$ cat src/inc/mfl_pkg.sv
// constants and types for the motor fault limit configuration block
package mfl_pkg;
	// ------------------------------------------------------------
	// register map
	// ------------------------------------------------------------
	localparam int           ADDR_W     = 10;
	localparam logic [7:0]   CFG1_IDX   = 8'h92;
	localparam logic [7:0]   STAT_IDX   = 8'ha0;
	localparam logic [7:0]   CLR_IDX    = 8'ha1;
	localparam logic [7:0]   EN_IDX     = 8'ha2;
	localparam logic [7:0]   GAIN_IDX   = 8'ha3;
	localparam logic [7:0]   LIMIT_IDX  = 8'ha4;
	localparam logic [31:0]  CFG1_RESET = 32'h0000_0000;
	localparam logic [31:0]  CFG1_WMASK = 32'hbfff_ff7f;
	localparam logic [15:0]  GAIN_RESET = 16'h03e8;
	localparam logic [2:0]   STAT_RESET = 3'h0;
	// ------------------------------------------------------------
	// field positions
	// ------------------------------------------------------------
	localparam int PARITY_BIT = 31;
	localparam int RSVD_BIT   = 30;
	localparam int NM_LSB     = 27;
	localparam int OC_LSB     = 23;
	localparam int LK_LSB     = 19;
	localparam int RETRY_LSB  = 8;
	localparam int ST_OC      = 0;
	localparam int ST_REPORT  = 1;
	localparam int ST_NOMOTOR = 2;
	localparam int ST_W       = 3;
	// ------------------------------------------------------------
	// overcurrent reaction codes
	// ------------------------------------------------------------
	localparam logic [3:0] OC_NEXT_F  = 4'h0;
	localparam logic [3:0] OC_NEXT    = 4'h1;
	localparam logic [3:0] OC_BELOW_F = 4'h2;
	localparam logic [3:0] OC_BELOW   = 4'h3;
	localparam logic [3:0] OC_RETRY_F = 4'h4;
	localparam logic [3:0] OC_RETRY   = 4'h5;
	localparam logic [3:0] OC_REPORT  = 4'h6;
	// ------------------------------------------------------------
	// timing and scaling
	// ------------------------------------------------------------
	localparam int          CLK_HZ      = 50_000_000;
	localparam int          MS_PER_S    = 1000;
	localparam int          MS_CYCLES   = CLK_HZ / MS_PER_S;
	localparam logic [10:0] MV_PER_STEP = 11'h064;
	localparam logic [20:0] MA_PER_A    = 21'h0003e8;
	localparam int          DIV_W       = 21;
	localparam logic [9:0]  NM_MS [8]   = '{10'h001, 10'h00a, 10'h019, 10'h032,
	                                        10'h064, 10'h0fa, 10'h1f4, 10'h3e8};
	typedef enum logic [1:0] {S_IDLE, S_PWM, S_LOW, S_RETRY} mfl_oc_e;
endpackage

$ cat src/rtl/mfl_div.sv
// serial restoring divider for the lock current threshold
`timescale 1ns/100ps
module mfl_div #(
	parameter int W = 21
) (
	input  wire logic         clk,
	input  wire logic         rst_n,
	input  wire logic         start,
	input  wire logic [W-1:0] dividend,
	input  wire logic [W-1:0] divisor,
	output logic [W-1:0]      quot_r,
	output logic              busy_r,
	output logic              done_r
);
	logic [W-1:0] rem_r;
	logic [W-1:0] dv_r;
	logic [W-1:0] dd_r;
	logic [5:0]   cnt_r;
	logic [W:0]   sh;
	logic [W:0]   df;

	always_comb begin
		sh = {rem_r, quot_r[W-1]};
		df = sh - {1'b0, dv_r};
	end

	// ------------------------------------------------------------
	// one quotient bit per cycle
	// ------------------------------------------------------------
	// a zero divisor saturates the quotient to all ones
	always_ff @(posedge clk) begin
		if (!rst_n) begin
			busy_r <= 1'b0;
			done_r <= 1'b0;
			quot_r <= '0;
			rem_r  <= '0;
			dv_r   <= '0;
			dd_r   <= '0;
			cnt_r  <= 6'h00;
		end else begin
			done_r <= 1'b0;
			if (start && !busy_r) begin
				busy_r <= 1'b1;
				quot_r <= dividend;
				dd_r   <= dividend;
				dv_r   <= divisor;
				rem_r  <= '0;
				cnt_r  <= 6'(W);
			end else if (busy_r) begin
				if (!df[W]) begin
					rem_r  <= df[W-1:0]; // RQ9
					quot_r <= {quot_r[W-2:0], 1'b1};
				end else begin
					rem_r  <= sh[W-1:0];
					quot_r <= {quot_r[W-2:0], 1'b0};
				end
				cnt_r <= cnt_r - 6'h01;
				if (cnt_r == 6'h01) begin
					busy_r <= 1'b0;
					done_r <= 1'b1;
				end
			end
		end
	end
endmodule

$ cat src/rtl/mfl_fault_cfg.sv
// fault response configuration register and overcurrent reaction logic
//
// How it works
// (RQ1) no-motor filter time from 3-bit code
// (RQ2) codes 0/1 recirculate, resume next PWM
// (RQ3) codes 2/3 resume once phase voltage low
// (RQ4) below-limit codes only with high-side modulation
// (RQ5) codes 4/5 resume after retry PWM cycles
// (RQ6) code 6 reports only, bridge untouched
// (RQ7) codes 7 to F disable current limiting
// (RQ8) lock threshold 0.1 V steps from code
// (RQ9) lock current is threshold over amp gain
// (RQ10) parity bit stored, reserved bit reads zero
//
// The placing of the registers and the Avalon-MM interface to the registers were left to the implementer.
`timescale 1ns/100ps
module mfl_fault_cfg #(
	parameter int MS_CYCLES = mfl_pkg::MS_CYCLES
) (
	input  wire logic                       MCLK,
	input  wire logic                       RSTN,
	input  wire logic [mfl_pkg::ADDR_W-1:0] ADDRESS,
	input  wire logic                       READ,
	input  wire logic                       WRITE,
	input  wire logic [31:0]                WRITEDATA,
	input  wire logic [3:0]                 BYTEENABLE,
	output logic      [31:0]                READDATA,
	output logic                            WAITREQUEST,
	input  wire logic                       PHASE_SENSE_OVER,
	input  wire logic                       NO_MOTOR_IN,
	input  wire logic                       PWM_CYCLE_START,
	input  wire logic                       HS_MOD,
	output logic                            RECIRC,
	output logic                            FAULT_OUT_N,
	output logic                            NO_MOTOR_DET,
	output logic      [10:0]                LOCK_LIMIT_MV,
	output logic      [20:0]                LOCK_LIMIT_MA,
	output logic                            IRQ
);
	localparam logic [mfl_pkg::ADDR_W-1:0] A_CFG1  = {mfl_pkg::CFG1_IDX, 2'b00};
	localparam logic [mfl_pkg::ADDR_W-1:0] A_STAT  = {mfl_pkg::STAT_IDX, 2'b00};
	localparam logic [mfl_pkg::ADDR_W-1:0] A_CLR   = {mfl_pkg::CLR_IDX, 2'b00};
	localparam logic [mfl_pkg::ADDR_W-1:0] A_EN    = {mfl_pkg::EN_IDX, 2'b00};
	localparam logic [mfl_pkg::ADDR_W-1:0] A_GAIN  = {mfl_pkg::GAIN_IDX, 2'b00};
	localparam logic [mfl_pkg::ADDR_W-1:0] A_LIMIT = {mfl_pkg::LIMIT_IDX, 2'b00};
	localparam int                         MSC_W   = $clog2(MS_CYCLES);

	logic [31:0]            cfg1_r;
	logic [15:0]            gain_r;
	logic [mfl_pkg::ST_W-1:0] status_r;
	logic [mfl_pkg::ST_W-1:0] enable_r;
	logic [mfl_pkg::ST_W-1:0] set_ev;
	logic [mfl_pkg::ST_W-1:0] clr_ev;
	logic [31:0]            be_mask;
	logic                   ack;
	logic                   wr_ack;
	logic [2:0]             s1_r;
	logic [2:0]             s2_r;
	logic                   pwm_d_r;
	logic                   oc_s;
	logic                   nm_s;
	logic                   pwm_edge;
	logic [MSC_W-1:0]       msc_r;
	logic                   ms_tick_r;
	logic                   nm_det_d_r;
	mfl_pkg::mfl_oc_e       st_r;
	logic [3:0]             mode_r;
	logic [2:0]             rcnt_r;
	logic [3:0]             oc_mode;
	logic [2:0]             retry;
	logic [3:0]             lk;
	logic                   act;
	logic [3:0]             lk_prev_r;
	logic [15:0]            gain_prev_r;
	logic                   div_start;
	logic                   div_busy;
	logic                   div_done;
	logic [20:0]            div_q;

	assign oc_mode = cfg1_r[mfl_pkg::OC_LSB +: 4];
	assign retry   = cfg1_r[mfl_pkg::RETRY_LSB +: 3];
	assign lk      = cfg1_r[mfl_pkg::LK_LSB +: 4];
	assign be_mask = {{8{BYTEENABLE[3]}}, {8{BYTEENABLE[2]}},
	                  {8{BYTEENABLE[1]}}, {8{BYTEENABLE[0]}}};

	// ------------------------------------------------------------
	// pin synchronisers
	// ------------------------------------------------------------
	genvar gi;
	generate
		for (gi = 0; gi < 3; gi++) begin : g_sync
			always_ff @(posedge MCLK) begin
				if (!RSTN) begin
					s1_r[gi] <= 1'b0;
					s2_r[gi] <= 1'b0;
				end else begin
					s1_r[gi] <= (gi == 0) ? PHASE_SENSE_OVER :
					            (gi == 1) ? NO_MOTOR_IN : PWM_CYCLE_START;
					s2_r[gi] <= s1_r[gi];
				end
			end
		end
	endgenerate

	assign oc_s     = s2_r[0];
	assign nm_s     = s2_r[1];
	assign pwm_edge = s2_r[2] & ~pwm_d_r;

	always_ff @(posedge MCLK) begin
		if (!RSTN)
			pwm_d_r <= 1'b0;
		else
			pwm_d_r <= s2_r[2];
	end

	// ------------------------------------------------------------
	// avalon slave, one wait state per access
	// ------------------------------------------------------------
	assign ack    = (READ | WRITE) & ~WAITREQUEST;
	assign wr_ack = WRITE & ~WAITREQUEST;

	always_ff @(posedge MCLK) begin
		if (!RSTN)
			WAITREQUEST <= 1'b1;
		else if ((READ | WRITE) && WAITREQUEST)
			WAITREQUEST <= 1'b0;
		else
			WAITREQUEST <= 1'b1;
	end

	always_ff @(posedge MCLK) begin
		if (!RSTN) begin
			READDATA <= 32'h0000_0000;
		end else if (READ && WAITREQUEST) begin
			case (ADDRESS)
				A_CFG1:  READDATA <= cfg1_r; // RQ10
				A_STAT:  READDATA <= {29'h0, status_r};
				A_EN:    READDATA <= {29'h0, enable_r};
				A_GAIN:  READDATA <= {16'h0000, gain_r};
				A_LIMIT: READDATA <= {LOCK_LIMIT_MA, LOCK_LIMIT_MV};
				default: READDATA <= 32'h0000_0000;
			endcase
		end
	end

	// ------------------------------------------------------------
	// configuration registers
	// ------------------------------------------------------------
	// reserved bit 30 and bit 7 never leave reset through the write mask
	always_ff @(posedge MCLK) begin
		if (!RSTN)
			cfg1_r <= mfl_pkg::CFG1_RESET;
		else if (wr_ack && ADDRESS == A_CFG1)
			cfg1_r <= (cfg1_r & ~(be_mask & mfl_pkg::CFG1_WMASK))
			        | (WRITEDATA & be_mask & mfl_pkg::CFG1_WMASK); // RQ10
	end

	always_ff @(posedge MCLK) begin
		if (!RSTN) begin
			gain_r   <= mfl_pkg::GAIN_RESET;
			enable_r <= mfl_pkg::STAT_RESET;
		end else if (wr_ack) begin
			if (ADDRESS == A_GAIN)
				gain_r <= (gain_r & ~be_mask[15:0]) | (WRITEDATA[15:0] & be_mask[15:0]);
			if (ADDRESS == A_EN && BYTEENABLE[0])
				enable_r <= WRITEDATA[mfl_pkg::ST_W-1:0];
		end
	end

	// ------------------------------------------------------------
	// sticky status and interrupt
	// ------------------------------------------------------------
	assign clr_ev = (wr_ack && ADDRESS == A_CLR && BYTEENABLE[0]) ?
	                WRITEDATA[mfl_pkg::ST_W-1:0] : 3'h0;

	// set beats clear in the same cycle so no event is lost
	always_ff @(posedge MCLK) begin
		if (!RSTN) begin
			status_r <= mfl_pkg::STAT_RESET;
			IRQ      <= 1'b0;
		end else begin
			status_r <= (status_r & ~clr_ev) | set_ev;
			IRQ      <= |(status_r & enable_r);
		end
	end

	// ------------------------------------------------------------
	// millisecond tick and no-motor filter
	// ------------------------------------------------------------
	always_ff @(posedge MCLK) begin
		if (!RSTN) begin
			msc_r     <= '0;
			ms_tick_r <= 1'b0;
		end else if (msc_r == MSC_W'(MS_CYCLES - 1)) begin
			msc_r     <= '0;
			ms_tick_r <= 1'b1;
		end else begin
			msc_r     <= msc_r + 1'b1;
			ms_tick_r <= 1'b0;
		end
	end

	mfl_nomotor_filt u_nm (
		.clk     (MCLK),
		.rst_n   (RSTN),
		.ms_tick (ms_tick_r),
		.level   (nm_s),
		.sel     (cfg1_r[mfl_pkg::NM_LSB +: 3]),
		.det_r   (NO_MOTOR_DET)
	);

	always_ff @(posedge MCLK) begin
		if (!RSTN)
			nm_det_d_r <= 1'b0;
		else
			nm_det_d_r <= NO_MOTOR_DET;
	end

	// ------------------------------------------------------------
	// cycle by cycle overcurrent reaction
	// ------------------------------------------------------------
	always_comb begin
		case (oc_mode)
			mfl_pkg::OC_NEXT_F, mfl_pkg::OC_NEXT:   act = 1'b1; // RQ2
			mfl_pkg::OC_BELOW_F, mfl_pkg::OC_BELOW: act = HS_MOD; // RQ4
			mfl_pkg::OC_RETRY_F, mfl_pkg::OC_RETRY: act = 1'b1; // RQ5
			default:                                act = 1'b0; // RQ7
		endcase
	end

	assign set_ev[mfl_pkg::ST_OC]      = (st_r == mfl_pkg::S_IDLE) && oc_s && act;
	assign set_ev[mfl_pkg::ST_REPORT]  = oc_s && oc_mode == mfl_pkg::OC_REPORT; // RQ6
	assign set_ev[mfl_pkg::ST_NOMOTOR] = NO_MOTOR_DET && !nm_det_d_r;

	// mode is latched on entry so a rewrite cannot strand the bridge
	always_ff @(posedge MCLK) begin
		if (!RSTN) begin
			st_r   <= mfl_pkg::S_IDLE;
			mode_r <= 4'h0;
			rcnt_r <= 3'h0;
		end else begin
			case (st_r)
				mfl_pkg::S_IDLE: begin
					if (oc_s && act) begin
						mode_r <= oc_mode;
						rcnt_r <= 3'h0;
						case (oc_mode)
							mfl_pkg::OC_NEXT_F, mfl_pkg::OC_NEXT:
								st_r <= mfl_pkg::S_PWM; // RQ2
							mfl_pkg::OC_BELOW_F, mfl_pkg::OC_BELOW:
								st_r <= mfl_pkg::S_LOW; // RQ3
							default:
								st_r <= mfl_pkg::S_RETRY; // RQ5
						endcase
					end
				end
				mfl_pkg::S_PWM: begin
					if (pwm_edge)
						st_r <= mfl_pkg::S_IDLE; // RQ2
				end
				mfl_pkg::S_LOW: begin
					if (!oc_s)
						st_r <= mfl_pkg::S_IDLE; // RQ3
				end
				mfl_pkg::S_RETRY: begin
					if (pwm_edge) begin
						if (rcnt_r >= retry)
							st_r <= mfl_pkg::S_IDLE; // RQ5
						else
							rcnt_r <= rcnt_r + 3'h1;
					end
				end
				default: st_r <= mfl_pkg::S_IDLE;
			endcase
		end
	end

	// even codes 0, 2 and 4 pull the fault line while reacting, odd codes keep it quiet
	always_ff @(posedge MCLK) begin
		if (!RSTN) begin
			RECIRC      <= 1'b0;
			FAULT_OUT_N <= 1'b1;
		end else begin
			RECIRC      <= (st_r != mfl_pkg::S_IDLE); // RQ2
			FAULT_OUT_N <= !((st_r != mfl_pkg::S_IDLE) && !mode_r[0]); // RQ3
		end
	end

	// ------------------------------------------------------------
	// lock detection threshold
	// ------------------------------------------------------------
	assign div_start = !div_busy && (lk != lk_prev_r || gain_r != gain_prev_r);

	always_ff @(posedge MCLK) begin
		if (!RSTN) begin
			LOCK_LIMIT_MV <= 11'h000;
			LOCK_LIMIT_MA <= 21'h000000;
			lk_prev_r     <= 4'h0;
			gain_prev_r   <= 16'h0000;
		end else begin
			LOCK_LIMIT_MV <= 11'(lk * mfl_pkg::MV_PER_STEP); // RQ8
			if (div_start) begin
				lk_prev_r   <= lk;
				gain_prev_r <= gain_r;
			end
			if (div_done)
				LOCK_LIMIT_MA <= (lk_prev_r == 4'h0) ? 21'h000000 : div_q; // RQ9
		end
	end

	mfl_div #(
		.W (mfl_pkg::DIV_W)
	) u_div (
		.clk      (MCLK),
		.rst_n    (RSTN),
		.start    (div_start),
		.dividend (21'(lk * mfl_pkg::MV_PER_STEP) * mfl_pkg::MA_PER_A),
		.divisor  ({5'h00, gain_r}),
		.quot_r   (div_q),
		.busy_r   (div_busy),
		.done_r   (div_done)
	);
endmodule

$ cat src/rtl/mfl_nomotor_filt.sv
// no-motor detect deglitch filter counting millisecond ticks
`timescale 1ns/100ps
module mfl_nomotor_filt (
	input  wire logic       clk,
	input  wire logic       rst_n,
	input  wire logic       ms_tick,
	input  wire logic       level,
	input  wire logic [2:0] sel,
	output logic            det_r
);
	logic [9:0] cnt_r;
	logic [9:0] lim;

	assign lim = mfl_pkg::NM_MS[sel];

	// ------------------------------------------------------------
	// filter
	// ------------------------------------------------------------
	// tick phase is free running, so the held time is up to 1 ms short
	always_ff @(posedge clk) begin
		if (!rst_n) begin
			cnt_r <= 10'h000;
			det_r <= 1'b0;
		end else if (!level) begin
			cnt_r <= 10'h000;
			det_r <= 1'b0;
		end else begin
			if (ms_tick && cnt_r < lim)
				cnt_r <= cnt_r + 10'h001; // RQ1
			det_r <= (cnt_r >= lim); // RQ1
		end
	end
endmodule
$ cat config.mk
export PLATFORM = sky130hd
export DESIGN_NAME = mfl_fault_cfg
export DESIGN_NICKNAME = d
export VERILOG_FILES = /design/src/inc/mfl_pkg.sv /design/src/rtl/mfl_div.sv /design/src/rtl/mfl_fault_cfg.sv /design/src/rtl/mfl_nomotor_filt.sv
export SDC_FILE = /design/constraint.sdc
export NUM_CORES = 1
export LEC_CHECK = 0
export ABC_AREA = 1
export BUFFER_PORTS_ARGS = -buffer_cell sky130_fd_sc_hd__buf_2
export CAP_MARGIN = 20
export CORE_ASPECT_RATIO = 0.5
export CORE_MARGIN = 5
export CORE_UTILIZATION = 60
export CTS_BUF_LIST = sky130_fd_sc_hd__clkbuf_4 sky130_fd_sc_hd__clkbuf_8
export DETAILED_ROUTE_END_ITERATION = 12
export HOLD_SLACK_MARGIN = 0.02
export PLACE_DENSITY_LB_ADDON = 0.3
export SETUP_SLACK_MARGIN = 0.02
export SLEW_MARGIN = 20
export SYNTH_ARGS = -nofsm -noshare
export SYNTH_HDL_FRONTEND = slang
export SYNTH_SLANG_ARGS = --single-unit
$ cat constraint.sdc
create_clock -name MCLK -period 15.02 [get_ports MCLK]
set_input_delay 3.004 -clock MCLK [delete_from_list [all_inputs] [get_ports MCLK]]
set_output_delay 3.004 -clock MCLK [all_outputs]
set_load 0.005 [all_outputs]
== After elaboration in Yosys (flattened, before gate mapping) ==
Memory sizes are Yosys's and may differ from the RTL's.
Index checks and enable logic that the tools add are counted.
Storage, ports and cells
  register bits after elaboration: 250
  latch bits: 0
  bits in writable memories: 0
  bits in read-only memories: 80
  input port bits: 54
  output and inout port bits: 69
  logic and storage cells: 163
  memories: 1
Cells by class
  $add $sub $neg: 5
  $mul: 3
  divide/modulo/power cells: 0
  magnitude comparators: 4
  equality and inequality tests: 25
  shift operators: 0
  mux-type cells: 29
  bitwise gates (word level): 20
  reduce and logical (&&, ||, !) cells: 39
Memory list
  (name not given): words 8, width 10, read ports 1, clocked after Yosys merged registers in 0, write ports 0, line mfl_nomotor_filt.sv:14  | assign lim = mfl_pkg::NM_MS[sel];
Operators by type and width (count)
  $pmux W32 S5: 1
  $mux W21: 4
  $and A32 B32 Y32: 2
  $eq A10 B10 Y1 const B: 6
  $and A16 B16 Y16: 2
  $not A32 Y32: 1
  $or A32 B32 Y32: 1
  $sub A22 B16 Y22: 1
  $mux W10: 2
  $mul A4 B5 Y9 const B: 2
  $add A16 B1 Y16 const B: 1
  $eq A16 B16 Y1 const B: 1
  $mul A9 B7 Y16 const B: 1
  $ne A16 B16 Y1: 1
  $not A16 Y16: 1
  $or A16 B16 Y16: 1
  $logic_and A1 B1 Y1: 15
  $eq A4 B3 Y1 const B: 3
  $mux W3: 4
  $add A10 B1 Y10 const B: 1
  $ge A10 B10 Y1: 1
  $lt A10 B10 Y1: 1
  $mux W2: 5
  $mux W5: 2
  other kinds (35): 65

== Longest topological paths before layout ==
  depth in word-level cells: 8
  gate-level depth with buffers: 29
  gate-level depth less buffers: 29

== Modules after synthesis ==
Synthesis repeated with hierarchy kept, for this count alone.
Second synthesis, totals
  cell total of the unflattened synthesis: 2149
  area, all modules: 14725.4 µm²
Modules (own cells, without submodules)
  mfl_fault_cfg: instances 1, cells an instance 1264, area each 9147.5 µm², seq. area each 3383.2 µm²
  mfl_div: instances 1, cells an instance 736, area each 4554.4 µm², seq. area each 1421.4 µm²
  mfl_nomotor_filt: instances 1, cells an instance 149, area each 1023.5 µm², seq. area each 220.2 µm²

== Least setup slack after synthesis ==
Ideal clock, no wire load.
  path type: reg2reg
  start point: register (tool-made name)
  end point: register u_div.quot_r[19]
  library setup time: 0.110 ns
  arrival time: 4.958 ns
  data required time: 14.910 ns
  slack: 9.952 ns
  cell stages (with the launch flop): 27
  period minus slack after synthesis: 5.068 ns
  cells stage by stage: dfxtp_1 -> inv_1 -> ha_1 -> inv_1 -> ha_1 -> inv_1 -> nor2_1 -> a31oi_1 -> xor2_1 -> inv_1 -> fa_1 -> inv_1 -> fa_1 -> inv_1 -> fa_1 -> ha_1 -> ha_1 -> nand2_1 -> nand2_1 -> inv_1 -> o21a_1 -> nand3_1 -> xor2_1 -> nand3_1 -> nand3_1 -> nand2_1 -> inv_1
RTL lines
  end signal: assignment: line mfl_div.sv:44  | quot_r <= dividend;
  end signal: assignment: line mfl_div.sv:52  | quot_r <= {quot_r[W-2:0], 1'b1};
  end signal: assignment: line mfl_div.sv:55  | quot_r <= {quot_r[W-2:0], 1'b0};
  end: declaration: line mfl_div.sv:11  | output logic [W-1:0] quot_r,

==> run metrics <==
status completed; top post-synthesis cells by area dfxtp_1 35%, nand2_1 13%, ha_1 8.1%; Final TNS setup 0 ns; met1 Track Usage GR 0.380; Inst Count DP 2,208; Port Buf Inserts 119; crit-path leading delay family adder cells; Cell Area, Synth 13,200 um^2; DP HPWL 25,200 um; area of the multi-input gates 7210 um^2; worst-case hold slack 0.408 ns; Vias/cell 5.36; clk root buf clkbuf_8; Most used DFF post-synth dfxtp_1; Mapped Cells 1,847; Num CTS Buffers 34; PnR worst setup slack 9.00 ns; total number of vias 12,152; Slowest cell on crit path dfxtp_1; die footprint 25,300 um^2; first-pass GRT wire length 55,600 um; nets 2,107; Clk Latency, worst-skew pair 0.54 ns; Hold-fix buffers, CTS 0; Place WS 9.03 ns; YS warnings 0; Final Util 0.677; drt pass-1 iters 6; Final ANT Viol Nets 0; Synth Register Bits 230; WL per Instance 15.1 um; Syn-to-layout area delta 11.2%; # Max-Cap Violations 0; Initial DRC Count 1,066; Synth area leader dfxtp_1; Buf+Inv Stages, Crit Path 8; crit-path max FO 10; largest net degree at the start of global routing 71; share of the synthesized area in the top cell type 0.349; Setup Skew 0.0360 ns; Final Cycle Share 0.401; worst min path class flip-flop to flip-flop; final setup vio count 0; Sw Share 0.387; Overflow after GRT 0; H-tree depth 2; starting density of the core 0.609; Die W 220 um; Clock transition at path regs 0.07 ns; area share of fa/ha/maj cells after synthesis 0.116; Int Pwr 1.25 mW; postcts setup bufs 0; Setup crit end kind flip-flop; Core Rows 38; xor and xnor area share after synthesis 0.0325; Non-Filler Instances 2,269; sequential cell area fraction in the yosys report 0.349; Cell variety after synth 48; critical path's most frequent cell inv_1; Final Wtd Congestion 0.996; simple-gate share of the synthesized area 0.257; share of layout cells above drive strength 1 0.123; number of flops mapped to enable cells by yosys 0; maximum clock rate 0.166 GHz; worst vdd ir 0.000380 V; Pins Over Slew Limit 0; met2 Usage GRT 0.430; Least-Margin Pin Slew 0.874 ns; filler instances 1,926; Boundary Pins 123; cell with the most instances after synthesis nand2_1; TritonCTS clock tree yes; DRC viols 0; WP data arrival 6.51 ns; total track usage 0.269; Fin. Hold Viols 0; Compound-Gate Fraction of Synth Area 0.139; Die H 115 um; post-route cell area 14,700 um^2; global routing's busiest layer met2; GRT met3 Usage 0.0439; PwrDens 138 nW/um^2; CTS resizes 0; largest family of logic cells by synthesized area simple AND/OR/NAND/NOR gates; Tmin final 6.02 ns; Slew headroom 0.416; placed instance area 13,900 um^2; synth cell count leaders 461 x nand2_1, 268 x inv_1, 230 x dfxtp_1; Sw Pwr 0.785 mW; final wirelength 34,300 um; critical path class flip-flop to flip-flop; core area 21,700 um^2; leakage 6.92 nW; Tot Pwr 2.03 mW; kind of start point of the critical path flip-flop; sequential share of power 0.331; Async SR Flop Fraction 0; Gate power share 0.374; CTS sink count 230; clock share of power 0.295; RSZ-0062 raised after global routing no; number of global-route vias before repair 11,188; mux cell area share after synthesis 0; initial antenna violation count 1; syn avg cell area 7.15 um^2; clk buf depth 3; register area 4610 um^2; Data required, critical path 15.51 ns; max incr delay on CP 0.67 ns
[kinds of logic (layout without fill, tap and decap cells)]
logic type                 count (synthesis)  count (layout)
AOI/OAI and AO/OA                        332             332
xor gates and xnor gates                  49              49
adders and majority gates                109             109
buffers and inverters                    341             461
DFF                                      230             230
other                                      1               3
and+or+nand+nor                          785             785
[worst reg2reg max path: cells and delay by family (launching register included)]
| family | cells | cell delay [ns] |
|---|---|---|
| AND/OR/NAND/NOR | 7 | 0.56 |
| flip-flops | 1 | 0.67 |
| adder cells (fa/ha/maj) | 7 | 2.81 |
| XOR/XNOR | 2 | 0.83 |
| buffers and inverters | 8 | 0.76 |
| AO/OA/AOI/OAI | 2 | 0.34 |
[power groups by stage]
stage / clock (mW) / sequential [mW] / combinational, mW
after floorplan: 0 / 0.676 / 0.647
after global placement: 0 / 0.684 / 0.740
after detailed placement: 0 / 0.684 / 0.753
after CTS: 0.608 / 0.671 / 0.756
after global routing: 0.641 / 0.675 / 0.876
final: 0.599 / 0.672 / 0.760
[cell usage in the layout, fill, tap and decap left out, types with 6 or more instances in the layout]
master    instances
a31oi_1          24
nor3_1           24
clkbuf_8         45
xnor2_1          28
xor2_1           21
buf_2           118
nand2_1         461
a21oi_1         156
nor2_4            6
a21oi_2          10
nand4_1          17
nor2_2            7
inv_2             7
dfxtp_1         229
a211oi_1          9
nand3_1         126
fa_1             23
o211ai_1          9
nand2_2          10
ha_1             86
inv_1           268
o21ai_0         100
nor2_1          106
o221ai_1          7
buf_4             7
[path summary, 6_finish.rpt]
check | slack, ns | end | startpoint | cells after the start
max | 9.00 | u_div.quot_r[19]$_SDFFE_PN0P_ | flip-flop | 26
max reg2reg | 9.00 | u_div.quot_r[19]$_SDFFE_PN0P_ | flip-flop | 26
min | 0.41 | nm_s$_SDFF_PN0_ | s1_r[1]$_SDFF_PN0_ | 2
min reg2reg | 0.41 | nm_s$_SDFF_PN0_ | s1_r[1]$_SDFF_PN0_ | 2
[metal layers]
layer | part of all wire | vias up
li1 | - | 6148
met1 | 0.46 | 5558
met2 | 0.45 | 383
met3 | 0.069 | 63
met4 | 0.024 | 0
met5 | 0 | -
[area by class of cell]
| class | instances | area share |
|---|---|---|
| well taps | 300 | 0.0256 |
| clock buffers | 49 | 0.0442 |
| multi-input cells | 1277 | 0.491 |
| clock inverters | 11 | 0.0109 |
| inverters | 276 | 0.0705 |
| diodes | 1 | 0.000170 |
| repair buffers | 125 | 0.0438 |
| flip-flops and latches | 230 | 0.314 |
(Power assumes the default switching activity.)
